<file path="src/core/lfs_pkg.sv">
// Shared constants, types and lookup functions of the lock fault bank.
package lfs_pkg;

  // Register offsets on the host register port.
  localparam logic [7:0] LFS_OFS_FAULT_SETUP = 8'h90;
  localparam logic [7:0] LFS_OFS_SPEED_PTS   = 8'h9C;
  localparam logic [7:0] LFS_OFS_OFF_CLAMP   = 8'h9E;

  // Reset values of the three registers.
  localparam logic [31:0] LFS_RST_FAULT_SETUP = 32'h0000_0000;
  localparam logic [31:0] LFS_RST_SPEED_PTS   = 32'h0000_0000;
  localparam logic [31:0] LFS_RST_OFF_CLAMP   = 32'h0000_0000;

  // Field positions (least significant bit) of the speed registers.
  localparam int LFS_SPB_LSB    = 30;
  localparam int LFS_SPC_LSB    = 22;
  localparam int LFS_SPD_LSB    = 14;
  localparam int LFS_SPE_LSB    = 6;
  localparam int LFS_OFF2_LSB   = 23;
  localparam int LFS_CLAMP2_LSB = 15;

  // Field positions of the fault setup register.
  localparam int LFS_TORQ_LSB  = 27;
  localparam int LFS_CMP_LSB   = 23;
  localparam int LFS_SMP_LSB   = 19;
  localparam int LFS_RESP_LSB  = 15;
  localparam int LFS_DEG_LSB   = 11;
  localparam int LFS_RETRY_LSB = 7;
  localparam int LFS_TMO_BIT   = 2;
  localparam int LFS_FRQ_BIT   = 1;
  localparam int LFS_SAT_BIT   = 0;

  // Timing base: one tick is 0.05 ms at a 10 ns clock.
  localparam int LFS_CLK_PERIOD_NS = 10;
  localparam int LFS_TICK_TIME_NS  = 50000;
  localparam int LFS_TICK_CYCLES   = LFS_TICK_TIME_NS / LFS_CLK_PERIOD_NS;

  // Response code landmarks.
  localparam logic [3:0] LFS_RESP_LATCH_MAX = 4'h3;
  localparam logic [3:0] LFS_RESP_RETRY_HS  = 4'h6;
  localparam logic [3:0] LFS_RESP_REPORT    = 4'h8;

  // Output stage action.
  typedef enum logic [2:0] {
    LFS_BR_DRIVE  = 3'b000,
    LFS_BR_TRI    = 3'b001,
    LFS_BR_RECIRC = 3'b010,
    LFS_BR_HS     = 3'b011,
    LFS_BR_LS     = 3'b100
  } lfs_bridge_t;

  // Lock supervisor states.
  typedef enum logic [1:0] {
    LFS_ST_WATCH   = 2'b00,
    LFS_ST_RETRY   = 2'b01,
    LFS_ST_LATCHED = 2'b10,
    LFS_ST_REPORT  = 2'b11
  } lfs_state_t;

  // Decoded configuration handed to the control algorithm.
  typedef struct packed {
    logic       speed_point_b_lsb;
    logic [7:0] speed_point_c;
    logic [7:0] speed_point_d;
    logic [7:0] speed_point_e;
    logic [7:0] second_turn_off_speed;
    logic [7:0] second_clamp_speed;
    logic [3:0] torque_current_reference;
    logic [3:0] comparator_lock_threshold;
    logic [3:0] sampled_lock_threshold;
    logic [3:0] current_lock_response;
    logic [3:0] current_lock_deglitch;
    logic [3:0] lock_retry_interval;
    logic       startup_position_timeout_enable;
    logic       startup_position_frequency_enable;
    logic       saturation_indication_enable;
  } lfs_cfg_t;

  // Deglitch time in ticks for each code.
  function automatic logic [19:0] lfs_deg_ticks(input logic [3:0] code);
    logic [19:0] t;
    t = 20'h00001;
    unique case (code)
      4'h0: t = 20'h00001;
      4'h1: t = 20'h00002;
      4'h2: t = 20'h00004;
      4'h3: t = 20'h0000A;
      4'h4: t = 20'h00014;
      4'h5: t = 20'h00032;
      4'h6: t = 20'h00064;
      4'h7: t = 20'h00096;
      4'h8: t = 20'h000C8;
      4'h9: t = 20'h001F4;
      4'hA: t = 20'h003E8;
      4'hB: t = 20'h005DC;
      4'hC: t = 20'h007D0;
      4'hD: t = 20'h00FA0;
      4'hE: t = 20'h02710;
      4'hF: t = 20'h04E20;
    endcase
    return t;
  endfunction : lfs_deg_ticks

  // Retry interval in ticks; the reserved code behaves as 500 ms.
  function automatic logic [19:0] lfs_retry_ticks(input logic [3:0] code);
    logic [19:0] t;
    if (code <= 4'h1) begin
      t = 20'h02710;
    end else begin
      t = 20'(({16'h0, code} - 20'h1) * 20'h04E20);
    end
    return t;
  endfunction : lfs_retry_ticks

  // Brake action for a response code; low two bits pick it.
  function automatic lfs_bridge_t lfs_brake(input logic [3:0] code);
    lfs_bridge_t b;
    unique case (code[1:0])
      2'b00: b = LFS_BR_TRI;
      2'b01: b = LFS_BR_RECIRC;
      2'b10: b = LFS_BR_HS;
      2'b11: b = LFS_BR_LS;
    endcase
    return b;
  endfunction : lfs_brake

endpackage : lfs_pkg

</file>
<file path="src/core/lfs_lock_fault_cfg.sv">
// Speed profile and current lock fault configuration bank with supervisor.
//
// Notes on behaviour
// - Speed B low bit at bit 30.
// - Speed C in bits 29 to 22.
// - Speed D in bits 21 to 14.
// - Speed E bits 13-6, low bits reset zero.
// - Second turn-off speed in bits 30-23.
// - Second clamp speed bits 22-15, rest reserved.
// - Torque current reference in bits 30-27.
// - Comparator lock threshold in bits 26-23.
// - Sampled lock threshold in bits 22-19.
// - Codes 0-3 latch fault with chosen brake.
// - Codes 4,5,7 retry, then latch with brake.
// - Code 6 retries holding high-side brake.
// - Code 8 reports only, no stage action.
// - Codes 9 to F disable lock detection.
// - Over-limit must persist the deglitch time.
// - Retry interval from bits 10-7.
// - Bit 0 enables saturation indication.
// - Bits 2 and 1 enable startup faults.
`timescale 1ns/100ps

module lfs_lock_fault_cfg
  import lfs_pkg::*;
#(
  parameter int TICK_CYCLES = LFS_TICK_CYCLES
) (
  // Clock and reset.
  input  wire logic        clk,
  input  wire logic        rst,
  // Host register port.
  input  wire logic        reg_wr_en,
  input  wire logic        reg_rd_en,
  input  wire logic [7:0]  reg_addr,
  input  wire logic [31:0] reg_wdata,
  output      logic [31:0] reg_rdata,
  // Lock detection inputs.
  input  wire logic        lock_over_limit,
  input  wire logic        fault_clear,
  input  wire logic [2:0]  auto_retry_limit,
  // Configuration and fault outputs.
  output      lfs_cfg_t    cfg,
  output      logic        fault_output_pin_n,
  output      lfs_bridge_t bridge_mode,
  output      logic        fault_latched
);

  // Register storage, all bits kept including reserved ones.
  logic [31:0] setup_q, setup_d;     // Fault setup register.
  logic [31:0] spd_q, spd_d;         // Speed points B to E.
  logic [31:0] offc_q, offc_d;       // Second turn-off and clamp.
  logic [31:0] rdata_q, rdata_d;     // Read data holding register.
  logic        setup_wr;             // Write strobe to fault setup.

  // Register write and read decode.
  always_comb begin
    setup_d  = setup_q;
    spd_d    = spd_q;
    offc_d   = offc_q;
    rdata_d  = rdata_q;
    setup_wr = reg_wr_en && (reg_addr == LFS_OFS_FAULT_SETUP);
    // Writes to unlisted offsets are dropped.
    if (setup_wr) begin
      setup_d = reg_wdata;
    end
    if (reg_wr_en && (reg_addr == LFS_OFS_SPEED_PTS)) begin
      spd_d = reg_wdata;
    end
    if (reg_wr_en && (reg_addr == LFS_OFS_OFF_CLAMP)) begin
      offc_d = reg_wdata;
    end
    // A read loads the holding register; unmapped reads give zero.
    if (reg_rd_en) begin
      unique case (reg_addr)
        LFS_OFS_FAULT_SETUP: rdata_d = setup_q;
        LFS_OFS_SPEED_PTS:   rdata_d = spd_q;
        LFS_OFS_OFF_CLAMP:   rdata_d = offc_q;
        default:             rdata_d = 32'h0000_0000;
      endcase
    end
  end

  // Register update.
  always_ff @(posedge clk) begin
    if (rst) begin
      setup_q <= LFS_RST_FAULT_SETUP;
      spd_q   <= LFS_RST_SPEED_PTS;
      offc_q  <= LFS_RST_OFF_CLAMP;
      rdata_q <= 32'h0000_0000;
    end else begin
      setup_q <= setup_d;
      spd_q   <= spd_d;
      offc_q  <= offc_d;
      rdata_q <= rdata_d;
    end
  end

  assign reg_rdata = rdata_q;

  // Field slicing straight off the register flip-flops.
  always_comb begin
    cfg.speed_point_b_lsb         = spd_q[LFS_SPB_LSB];
    cfg.speed_point_c             = spd_q[LFS_SPC_LSB+:8];
    cfg.speed_point_d             = spd_q[LFS_SPD_LSB+:8];
    cfg.speed_point_e             = spd_q[LFS_SPE_LSB+:8];
    cfg.second_turn_off_speed     = offc_q[LFS_OFF2_LSB+:8];
    cfg.second_clamp_speed        = offc_q[LFS_CLAMP2_LSB+:8];
    cfg.torque_current_reference  = setup_q[LFS_TORQ_LSB+:4];
    cfg.comparator_lock_threshold = setup_q[LFS_CMP_LSB+:4];
    cfg.sampled_lock_threshold    = setup_q[LFS_SMP_LSB+:4];
    cfg.current_lock_response     = setup_q[LFS_RESP_LSB+:4];
    cfg.current_lock_deglitch     = setup_q[LFS_DEG_LSB+:4];
    cfg.lock_retry_interval       = setup_q[LFS_RETRY_LSB+:4];
    cfg.startup_position_timeout_enable   = setup_q[LFS_TMO_BIT];
    cfg.startup_position_frequency_enable = setup_q[LFS_FRQ_BIT];
    cfg.saturation_indication_enable      = setup_q[LFS_SAT_BIT];
  end

  // Supervisor state.
  lfs_state_t  state_q, state_d;     // Lock supervisor state.
  logic [15:0] presc_q, presc_d;     // Clock cycles within a tick.
  logic [19:0] ticks_q, ticks_d;     // Ticks in the current wait.
  logic [2:0]  tries_q, tries_d;     // Auto-retry attempts used.
  logic        pin_n_q, pin_n_d;     // Fault pin, low when active.
  lfs_bridge_t bridge_q, bridge_d;   // Output stage action.
  logic        latch_q, latch_d;     // Latched fault status.
  logic        tick;                 // Last cycle of a tick.
  logic [3:0]  resp;                 // Current response code.

  // Next state of the lock supervisor.
  always_comb begin
    resp    = setup_q[LFS_RESP_LSB+:4];
    tick    = (presc_q == 16'(TICK_CYCLES - 1));
    state_d = state_q;
    tries_d = tries_q;
    presc_d = tick ? 16'h0000 : presc_q + 16'h0001;
    ticks_d = ticks_q + {19'h00000, tick};
    unique case (state_q)
      // Watch the over-limit input for the deglitch time.
      LFS_ST_WATCH: begin
        if (!lock_over_limit || (resp > LFS_RESP_REPORT)) begin
          // Glitch ended or detection disabled: restart timing.
          presc_d = 16'h0000;
          ticks_d = 20'h00000;
        end else if (ticks_q >= lfs_deg_ticks(setup_q[LFS_DEG_LSB+:4])) begin
          presc_d = 16'h0000;
          ticks_d = 20'h00000;
          if (resp <= LFS_RESP_LATCH_MAX) begin
            state_d = LFS_ST_LATCHED;
          end else if (resp == LFS_RESP_REPORT) begin
            state_d = LFS_ST_REPORT;
          end else if (tries_q >= auto_retry_limit) begin
            state_d = LFS_ST_LATCHED;
          end else begin
            state_d = LFS_ST_RETRY;
            tries_d = tries_q + 3'h1;
          end
        end
      end
      // Hold the fault for the retry interval, then clear it.
      LFS_ST_RETRY: begin
        if (ticks_q >= lfs_retry_ticks(setup_q[LFS_RETRY_LSB+:4])) begin
          state_d = LFS_ST_WATCH;
          presc_d = 16'h0000;
          ticks_d = 20'h00000;
        end
      end
      // Latched or reported faults wait for software.
      LFS_ST_LATCHED, LFS_ST_REPORT: begin
        presc_d = 16'h0000;
        ticks_d = 20'h00000;
      end
    endcase
    // Software clear releases any held fault.
    if (fault_clear && (state_q != LFS_ST_WATCH)) begin
      state_d = LFS_ST_WATCH;
      presc_d = 16'h0000;
      ticks_d = 20'h00000;
    end
    // Attempt counter restarts on latch, clear or setup write.
    if (fault_clear || setup_wr || (state_d == LFS_ST_LATCHED)) begin
      tries_d = 3'h0;
    end
    // Pin and stage follow the next state.
    pin_n_d = (state_d == LFS_ST_WATCH);
    latch_d = (state_d == LFS_ST_LATCHED);
    if ((state_d == LFS_ST_WATCH) || (state_d == LFS_ST_REPORT)) begin
      bridge_d = LFS_BR_DRIVE;
    end else begin
      bridge_d = lfs_brake(resp);
    end
  end

  // Supervisor registers.
  always_ff @(posedge clk) begin
    if (rst) begin
      state_q  <= LFS_ST_WATCH;
      presc_q  <= 16'h0000;
      ticks_q  <= 20'h00000;
      tries_q  <= 3'h0;
      pin_n_q  <= 1'b1;
      bridge_q <= LFS_BR_DRIVE;
      latch_q  <= 1'b0;
    end else begin
      state_q  <= state_d;
      presc_q  <= presc_d;
      ticks_q  <= ticks_d;
      tries_q  <= tries_d;
      pin_n_q  <= pin_n_d;
      bridge_q <= bridge_d;
      latch_q  <= latch_d;
    end
  end

  assign fault_output_pin_n = pin_n_q;
  assign bridge_mode        = bridge_q;
  assign fault_latched      = latch_q;
endmodule : lfs_lock_fault_cfg

</file>
<file path="config.mk">
export PLATFORM = sky130hd
export DESIGN_NAME = lfs_lock_fault_cfg
export DESIGN_NICKNAME = d
export VERILOG_FILES = /design/src/core/lfs_pkg.sv /design/src/core/lfs_lock_fault_cfg.sv
export SDC_FILE = /design/constraint.sdc
export NUM_CORES = 1
export LEC_CHECK = 0
export BUFFER_PORTS_ARGS = -buffer_cell sky130_fd_sc_hd__buf_2
export CORE_MARGIN = 3
export CORE_UTILIZATION = 60
export DETAILED_ROUTE_END_ITERATION = 12
export GPL_ROUTABILITY_DRIVEN = 1
export GPL_TIMING_DRIVEN = 0
export PLACE_DENSITY = 0.8
export SKIP_LAST_GASP = 1
export SLEW_MARGIN = 5
export SYNTH_ARGS = -nofsm -noshare
export SYNTH_HDL_FRONTEND = slang
export SYNTH_SLANG_ARGS = --single-unit
export TNS_END_PERCENT = 100
</file>
<file path="constraint.sdc">
create_clock -name clk -period 20.1 [get_ports clk]
set_input_delay 4.02 -clock clk [delete_from_list [all_inputs] [get_ports clk]]
set_output_delay 4.02 -clock clk [all_outputs]
set_load 0.03 [all_outputs]
</file>
==> results.py, run 1 <==
metrics = {
    "outcome": {
        "status": "finished clean",
    },
    "synth": {
        "netlist-cell-type-count": 58,
        "ys.flop_type": "sky130_fd_sc_hd__dfxtp_1",
        "synth.ff_latch_count": 188,
        "synth_edf_count": 0,
        "synth_top_cell_area_share": 0.383,
        "synthesis.area_per_instance_um2": 8.25,
        "netlist_top_cells_area": "sky130_fd_sc_hd__dfxtp_1, sky130_fd_sc_hd__nand2_1, sky130_fd_sc_hd__ha_1",
        "ys_top_cells_by_count": "sky130_fd_sc_hd__nand2_1, sky130_fd_sc_hd__dfxtp_1, sky130_fd_sc_hd__a21oi_1",
        "syn_nets": 1328,
        "seq_area_frac_synth": 0.383,
        "ys_warn_count": 0,
        "synthCells": 1191,
        "yosys.cell_count.top_type": "sky130_fd_sc_hd__nand2_1",
        "async_reset_ff_frac": 0,
        "synthDominantAreaCellType": "sky130_fd_sc_hd__dfxtp_1",
        "post_synth_instance_area_um2": 9820,
    },
    "clocking": {
        "htree_num_levels": 4,
        "cts-buffers-inserted": 17,
        "clk_root_buffer_cell": "sky130_fd_sc_hd__clkbuf_16",
        "cts.path.max_buffers": 2,
        "cts_sinks": 188,
        "postCtsHoldBufs": 0,
        "clk_transition_reported_paths_ps": 70,
        "insertion_delay_ps": 440,
        "tritoncts": "yes",
        "postCtsResizedCells": 0,
        "post_cts_setup_buffers": 0,
    },
    "sta": {
        "timing.clock.skew_ps": 12.6,
        "hold_slack_ps": 451,
        "finalCritPeriodShare": 0.375,
        "drv_slew": 0,
        "hold_viol": 0,
        "setup_total_negative_slack_ps": 0,
        "setup_violations": 0,
        "rsz0062_at_grt": "no",
        "period_needed_ps": 7530,
        "tightest_slew_ps": 651,
        "max_clock_freq_ghz": 0.133,
        "worst_slew_slack_as_a_fraction_of_its_limit": 0.564,
    },
    "final_layout": {
        "utilization": 0.717,
        "finalNetCount": 1499,
        "drive_gt1_frac": 0.218,
        "synthToLayoutAreaGrowth_pct": 16.4,
        "num_antenna_cells": 0,
    },
    "global_route": {
        "wire_length_of_the_first_global_routing_pass_um": 40200,
        "first_global_vias": 8160,
        "grt_antenna_before_repair": 0,
        "grt_max_degree": 19,
        "grt_usage": 0.277,
        "overflow": 0,
    },
    "detailed_routing": {
        "dr.first_iter.drc_count": 636,
        "detail_route.drc_violations": 0,
        "wl_per_cell_um": 15.7,
        "route.antenna.remaining_nets": 0,
        "vias_per_cell": 5.53,
        "route.vias.total": 8788,
        "drt_pre_antenna_iters": 5,
        "totalWireLength_um": 25000,
    },
    "worst_setup_path": {
        "critical_path.startpoint_type": "register",
        "critical_path_required_ps": 20470,
        "crit_path_max_fanout": 7,
        "worstSetupEndpointType": "register",
        "worst_path_largest_cell_delay_ps": 570,
        "critPathTopFamily": "adder cells",
        "criticalPathCategory": "reg2reg",
        "cp.buffers_inverters": 4,
        "critPathSlowestCell": "sky130_fd_sc_hd__xor2_1",
        "crit_path_frequent_cell": "sky130_fd_sc_hd__ha_1",
        "arrival_ps": 7900,
    },
    "die": {
        "placeable_core_region_um2": 15900,
        "floorplan.initialDensity": 0.616,
        "io-pin-count": 154,
        "die-area_um2": 17900,
        "x_dimension_of_the_die_um": 134,
        "placement_rows": 46,
        "die_height_um": 134,
    },
    "pwr": {
        "p_per_area_nw_per_um2": 64.6,
        "max-vdd-ir-drop_mv": 0.0602,
        "p_leak_nw": 4.99,
    },
    "placed_design": {
        "globalplace.congestion": 0.897,
        "placement.io_buffers": 152,
        "hpwlAfterDp_um": 18600,
    },
    "run": {
        "cap_viol_max_count": 0,
    },
    "worst_hold_path": {
        "hold_class": "reg2reg",
    },
}
[sequential cells by signal, indices dropped and copies added (netlist names), named ones only]
register	flops
offc_q	32
reg_rdata	32
setup_q	32
spd_q	32
ticks_q	20
presc_q	16
bridge_mode	3
tries_q	3
state_q	2
fault_latched	1
fault_output_pin_n	1
[path summary, 6_finish.rpt]
check                                             start                 endpoint  slack, ps  cells after the start
worst max-delay path            setup_q[9]$_SDFFE_PP0P_  tries_q[1]$_SDFFE_PP0P_      12570                     28
worst min-delay path              presc_q[0]$_SDFF_PP0_    presc_q[0]$_SDFF_PP0_        450                      1
worst max register to register  setup_q[9]$_SDFFE_PP0P_  tries_q[1]$_SDFFE_PP0P_      12570                     28
worst min register to register    presc_q[0]$_SDFF_PP0_    presc_q[0]$_SDFF_PP0_        450                      1
[cell families after synthesis]
group | synth area share
compound gates | 0.146
xor+xnor | 0.0428
mux | 0.00624
simple gates | 0.194
fa+ha+maj | 0.119
flops | 0.383
buf+inv | 0.109
[worst register-to-register path: cells and delay by family (launching register included)]
kind	cells	cell delay [ps]
xor+xnor	1	570
mux	1	150
compound gates	8	1950
flops	1	330
buf+inv	4	640
simple gates	6	1400
fa+ha+maj	8	2440
[routing by layer]
| metal | up-vias | wire length (um) | GRT usage |
|---|---|---|---|
| met5 | - | 0 | 0 |
| met4 | 0 | 462 | 0.0800 |
| met3 | 35 | 1950 | 0.0491 |
| met2 | 332 | 11500 | 0.451 |
| met1 | 4126 | 11100 | 0.381 |
| li1 | 4295 | - | - |
[layout make-up]
cell class / count / area, um2
buffer: 125 / 791
clock buffer: 17 / 425
sequential: 188 / 3760
clock inverter: 14 / 155
tap: 216 / 270
timing repair buffer: 152 / 761
multi-input combinational: 803 / 4990
fill: 1266 / 4510
inverter: 75 / 282
[report_power, final]
| part | total [mW] | internal [mW] | switching [mW] |
|---|---|---|---|
| combinational | 0.0330 | 0.0124 | 0.0206 |
| clock | 0.333 | 0.175 | 0.157 |
| sequential | 0.373 | 0.373 | 0.000386 |
| total | 0.739 | 0.560 | 0.178 |
[through the flow]
step / cell area, um2 / setup WS [ps] / total power [mW] / cells
6_report: 11400 / 12570 / 0.739 / 1590
5_1_grt: 11400 / 11930 / 0.759 / 1590
4_1_cts: 11400 / 12610 / 0.741 / 1590
3_5_place_dp: 10900 / 12640 / 0.414 / 1559
3_3_place_gp: 10900 / 12820 / 0.414 / 1559
2_1_floorplan: 9820 / 13560 / 0.401 / 1191
[cell usage in the layout (no fill, tap or decap), types with 3 or more instances in the layout]
cell type / Yosys / final
sky130_fd_sc_hd__nor4_1: 4 / 4
sky130_fd_sc_hd__mux2i_1: 5 / 5
sky130_fd_sc_hd__nor2_1: 59 / 59
sky130_fd_sc_hd__a222oi_1: 32 / 32
sky130_fd_sc_hd__o2111ai_1: 3 / 3
sky130_fd_sc_hd__or2_2: 8 / 8
sky130_fd_sc_hd__nand4_1: 9 / 9
sky130_fd_sc_hd__a221oi_1: 3 / 3
sky130_fd_sc_hd__nand3_1: 18 / 18
sky130_fd_sc_hd__a21o_1: 7 / 7
sky130_fd_sc_hd__o21ai_0: 47 / 47
sky130_fd_sc_hd__and2_1: 7 / 7
sky130_fd_sc_hd__and4_1: 5 / 5
sky130_fd_sc_hd__buf_6: 3 / 3
sky130_fd_sc_hd__fa_1: 9 / 9
sky130_fd_sc_hd__a21oi_1: 112 / 112
sky130_fd_sc_hd__buf_2: 17 / 169
sky130_fd_sc_hd__nor2b_1: 4 / 4
sky130_fd_sc_hd__nand2_1: 269 / 269
sky130_fd_sc_hd__a211oi_1: 7 / 7
sky130_fd_sc_hd__ha_1: 79 / 79
sky130_fd_sc_hd__dfxtp_1: 188 / 188
sky130_fd_sc_hd__inv_8: 0 / 3
sky130_fd_sc_hd__clkbuf_1: 30 / 30
sky130_fd_sc_hd__and3_1: 9 / 9
sky130_fd_sc_hd__buf_4: 74 / 74
sky130_fd_sc_hd__xor2_1: 25 / 25
sky130_fd_sc_hd__nor3_1: 17 / 17
sky130_fd_sc_hd__clkbuf_16: 0 / 17
sky130_fd_sc_hd__nor2_2: 4 / 4
sky130_fd_sc_hd__o21a_1: 5 / 5
sky130_fd_sc_hd__inv_1: 74 / 74
sky130_fd_sc_hd__inv_6: 0 / 4
sky130_fd_sc_hd__xnor2_1: 23 / 23
sky130_fd_sc_hd__nand2b_1: 4 / 4
sky130_fd_sc_hd__clkinvlp_4: 0 / 3
(Power assumes the default switching activity.)
==> run 2, diff against run 1 <==
--- a/config.mk
+++ b/config.mk
@@ -7,11 +7,11 @@
 export LEC_CHECK = 0
 export BUFFER_PORTS_ARGS = -buffer_cell sky130_fd_sc_hd__buf_2
 export CORE_MARGIN = 3
-export CORE_UTILIZATION = 60
+export CORE_UTILIZATION = 52
 export DETAILED_ROUTE_END_ITERATION = 12
 export GPL_ROUTABILITY_DRIVEN = 1
 export GPL_TIMING_DRIVEN = 0
-export PLACE_DENSITY = 0.8
+export PLACE_DENSITY = 0.73
 export SKIP_LAST_GASP = 1
 export SLEW_MARGIN = 5
 export SYNTH_ARGS = -nofsm -noshare
==> constraint.sdc (replaced) <==
create_clock -name clk -period 6.5 [get_ports clk]
set_input_delay 1.3 -clock clk [delete_from_list [all_inputs] [get_ports clk]]
set_output_delay 1.3 -clock clk [all_outputs]
set_load 0.03 [all_outputs]
==> results.py, run 2 (same netlist as run 1, synthesis figures left out) <==
metrics = {
    "outcome": {
        "status": "finished clean",
    },
    "worst_hold_path": {
        "hold_class": "reg2reg",
        "number_of_cells_on_the_worst_hold_path": 2,
    },
    "sta": {
        "tightest_slew_ps": 628,
        "period_needed_ps": 6230,
        "worst_slew_slack_as_a_fraction_of_its_limit": 0.581,
        "finalCritPeriodShare": 0.959,
        "drv_slew": 0,
        "hold_viol": 0,
        "timing.clock.skew_ps": 10.6,
        "setup_violations": 0,
        "postLayoutSetupSlackWorst_ps": 267,
        "max_clock_freq_ghz": 0.160,
    },
    "global_route": {
        "grt_usage": 0.246,
        "grt_antenna_before_repair": 1,
        "wire_length_of_the_first_global_routing_pass_um": 40300,
        "grt_max_degree": 21,
        "first_global_vias": 7990,
        "overflow": 0,
    },
    "pwr": {
        "p_per_area_nw_per_um2": 197,
        "max-vdd-ir-drop_mv": 0.198,
        "p_leak_nw": 5.07,
        "total_power_mw": 2.29,
    },
    "worst_setup_path": {
        "cp.buffers_inverters": 5,
        "rr_worst_depth": 29,
        "criticalPathCategory": "reg2reg",
        "cp-startpoint": "setup_q[9]$_SDFFE_PP0P_",
        "worstSetupEndpointType": "register",
        "crit_path_max_fanout": 6,
        "critPathTopFamily": "adder cells",
        "worst_path_largest_cell_delay_ps": 500,
        "critical_path.startpoint_type": "register",
        "critical_path_required_ps": 6880,
        "crit_path_frequent_cell": "sky130_fd_sc_hd__ha_1",
        "critPathSlowestCell": "sky130_fd_sc_hd__fa_1",
        "arrival_ps": 6610,
        "r2r_setup_slack_ps": 270,
        "critPathCapture": "tries_q[0]$_SDFFE_PP0P_",
        "crit-reg2reg-launch": "setup_q[9]$_SDFFE_PP0P_",
        "critical_path_cell_count": 29,
        "crit-reg2reg-capture": "tries_q[0]$_SDFFE_PP0P_",
    },
    "placed_design": {
        "globalplace.congestion": 0.902,
        "hpwlAfterDp_um": 18900,
        "numPlacedInstances": 1572,
        "detailed_place.area_um2": 10900,
        "dpl_worst_slack_ps": -772,
        "placement.io_buffers": 152,
    },
    "die": {
        "floorplan.initialDensity": 0.538,
        "x_dimension_of_the_die_um": 143,
        "placement_rows": 49,
        "die_height_um": 143,
        "io-pin-count": 154,
        "placeable_core_region_um2": 18300,
        "die-area_um2": 20600,
    },
    "final_layout": {
        "layoutNonFillerInstCount": 1616,
        "most_frequent_standard_cell_in_the_layout_excluding_fill_and_tap_cells": "sky130_fd_sc_hd__nand2_1",
        "most-common-layout-cells": "sky130_fd_sc_hd__nand2_1, sky130_fd_sc_hd__dfxtp_1, sky130_fd_sc_hd__buf_2",
        "drive_gt1_frac": 0.238,
        "synthToLayoutAreaGrowth_pct": 18.7,
        "finalNetCount": 1509,
        "final_design_area_no_fill_um2": 11700,
    },
    "clocking": {
        "htree_num_levels": 4,
        "cts-buffers-inserted": 17,
        "clk_transition_reported_paths_ps": 80,
        "cts.path.max_buffers": 2,
        "tritoncts": "yes",
        "cts_sinks": 188,
        "clk_root_buffer_cell": "sky130_fd_sc_hd__clkbuf_16",
        "postCtsHoldBufs": 0,
        "insertion_delay_ps": 440,
    },
    "detailed_routing": {
        "dr.first_iter.drc_count": 662,
        "wl_per_cell_um": 16.0,
        "detail_route.drc_violations": 0,
        "drt_pre_antenna_iters": 5,
        "totalWireLength_um": 25800,
        "vias_per_cell": 5.42,
        "route.antenna.remaining_nets": 0,
        "route.vias.total": 8759,
    },
    "run": {
        "cap_viol_max_count": 0,
    },
}
## run 2: changes by cell type in the layout (fill, tap and decap cells not counted), moves of 2 or more
cell and delta:
sky130_fd_sc_hd__buf_4 +9, sky130_fd_sc_hd__clkinv_8 +3, sky130_fd_sc_hd__dfxtp_1 -3, sky130_fd_sc_hd__ha_1 -3
sky130_fd_sc_hd__inv_8 +3, sky130_fd_sc_hd__buf_6 +2, sky130_fd_sc_hd__clkinvlp_4 -2, sky130_fd_sc_hd__dfxtp_2 +2
sky130_fd_sc_hd__diode_2 +2, sky130_fd_sc_hd__ha_2 +2, sky130_fd_sc_hd__inv_6 -2, sky130_fd_sc_hd__xor2_1 -2
sky130_fd_sc_hd__xor2_2 +2
## run 2: power by group
group | internal, mW | leakage (nW) | total, mW | switching [mW]
registers | 1.15 | 1.52 | 1.15 | 0.00130
clock network | 0.522 | 0.292 | 1.03 | 0.512
logic | 0.0402 | 3.26 | 0.106 | 0.0655
## run 2: how the worst min path moves through the flow
stage | startpoint | endpoint
final | reg_rdata[8]$_SDFFE_PP0P_ | reg_rdata[8]$_SDFFE_PP0P_
after global placement | reg_rdata[7]$_SDFFE_PP0P_ | reg_rdata[7]$_SDFFE_PP0P_
after global routing | offc_q[1]$_SDFFE_PP0P_ | offc_q[1]$_SDFFE_PP0P_
after detailed placement | reg_rdata[14]$_SDFFE_PP0P_ | reg_rdata[14]$_SDFFE_PP0P_
after floorplan | presc_q[0]$_SDFF_PP0_ | presc_q[0]$_SDFF_PP0_
after CTS | reg_rdata[14]$_SDFFE_PP0P_ | reg_rdata[14]$_SDFFE_PP0P_
## run 2: metal layers
layer / share of wire / track usage / up-vias / wire (um)
met4: 0.019 / 0.0773 / 0 / 497
met3: 0.075 / 0.0496 / 36 / 1920
met2: 0.47 / 0.389 / 324 / 12000
met1: 0.44 / 0.340 / 4088 / 11300
li1: - / - / 4311 / -
met5: 0 / 0 / - / 0
## run 2: per-stage QoR
step                hold slack (ps)  TNS (ps)  utilization
floorplan                       423         0            -
global placement                431     -7300        0.595
detailed placement              438    -12210        0.595
CTS                             456         0        0.633
global route                    477     -30.7        0.638
finish                          453         0        0.638
## run 2: area by class of cell
cell class                      count  area, um2
Antenna cell                        2       5.00
Clock inverter                     14        168
Fill cell                        1637       6610
Tap cell                          229        287
Clock buffer                       18        429
Inverter                           75        285
Buffer                            125        798
Timing Repair Buffer              162        840
Multi-Input combinational cell    803       5080
Sequential cell                   188       3770
## run 2: repair_timing
| item | 4_1_cts | 5_1_grt |
|---|---|---|
| endpoints found under the setup margin | 44 | 3 |
| setup buffers | 5 | 5 |
| gates resized for setup | 13 | 15 |
| pin swaps | 3 | 4 |
## run 2: tightest hold or removal path, delay by kind of cell, from the launching register on
kind | cells | cell delay [ps]
DFF | 1 | 330
AOI/OAI and AO/OA | 1 | 50
and+or+nand+nor | 1 | 40
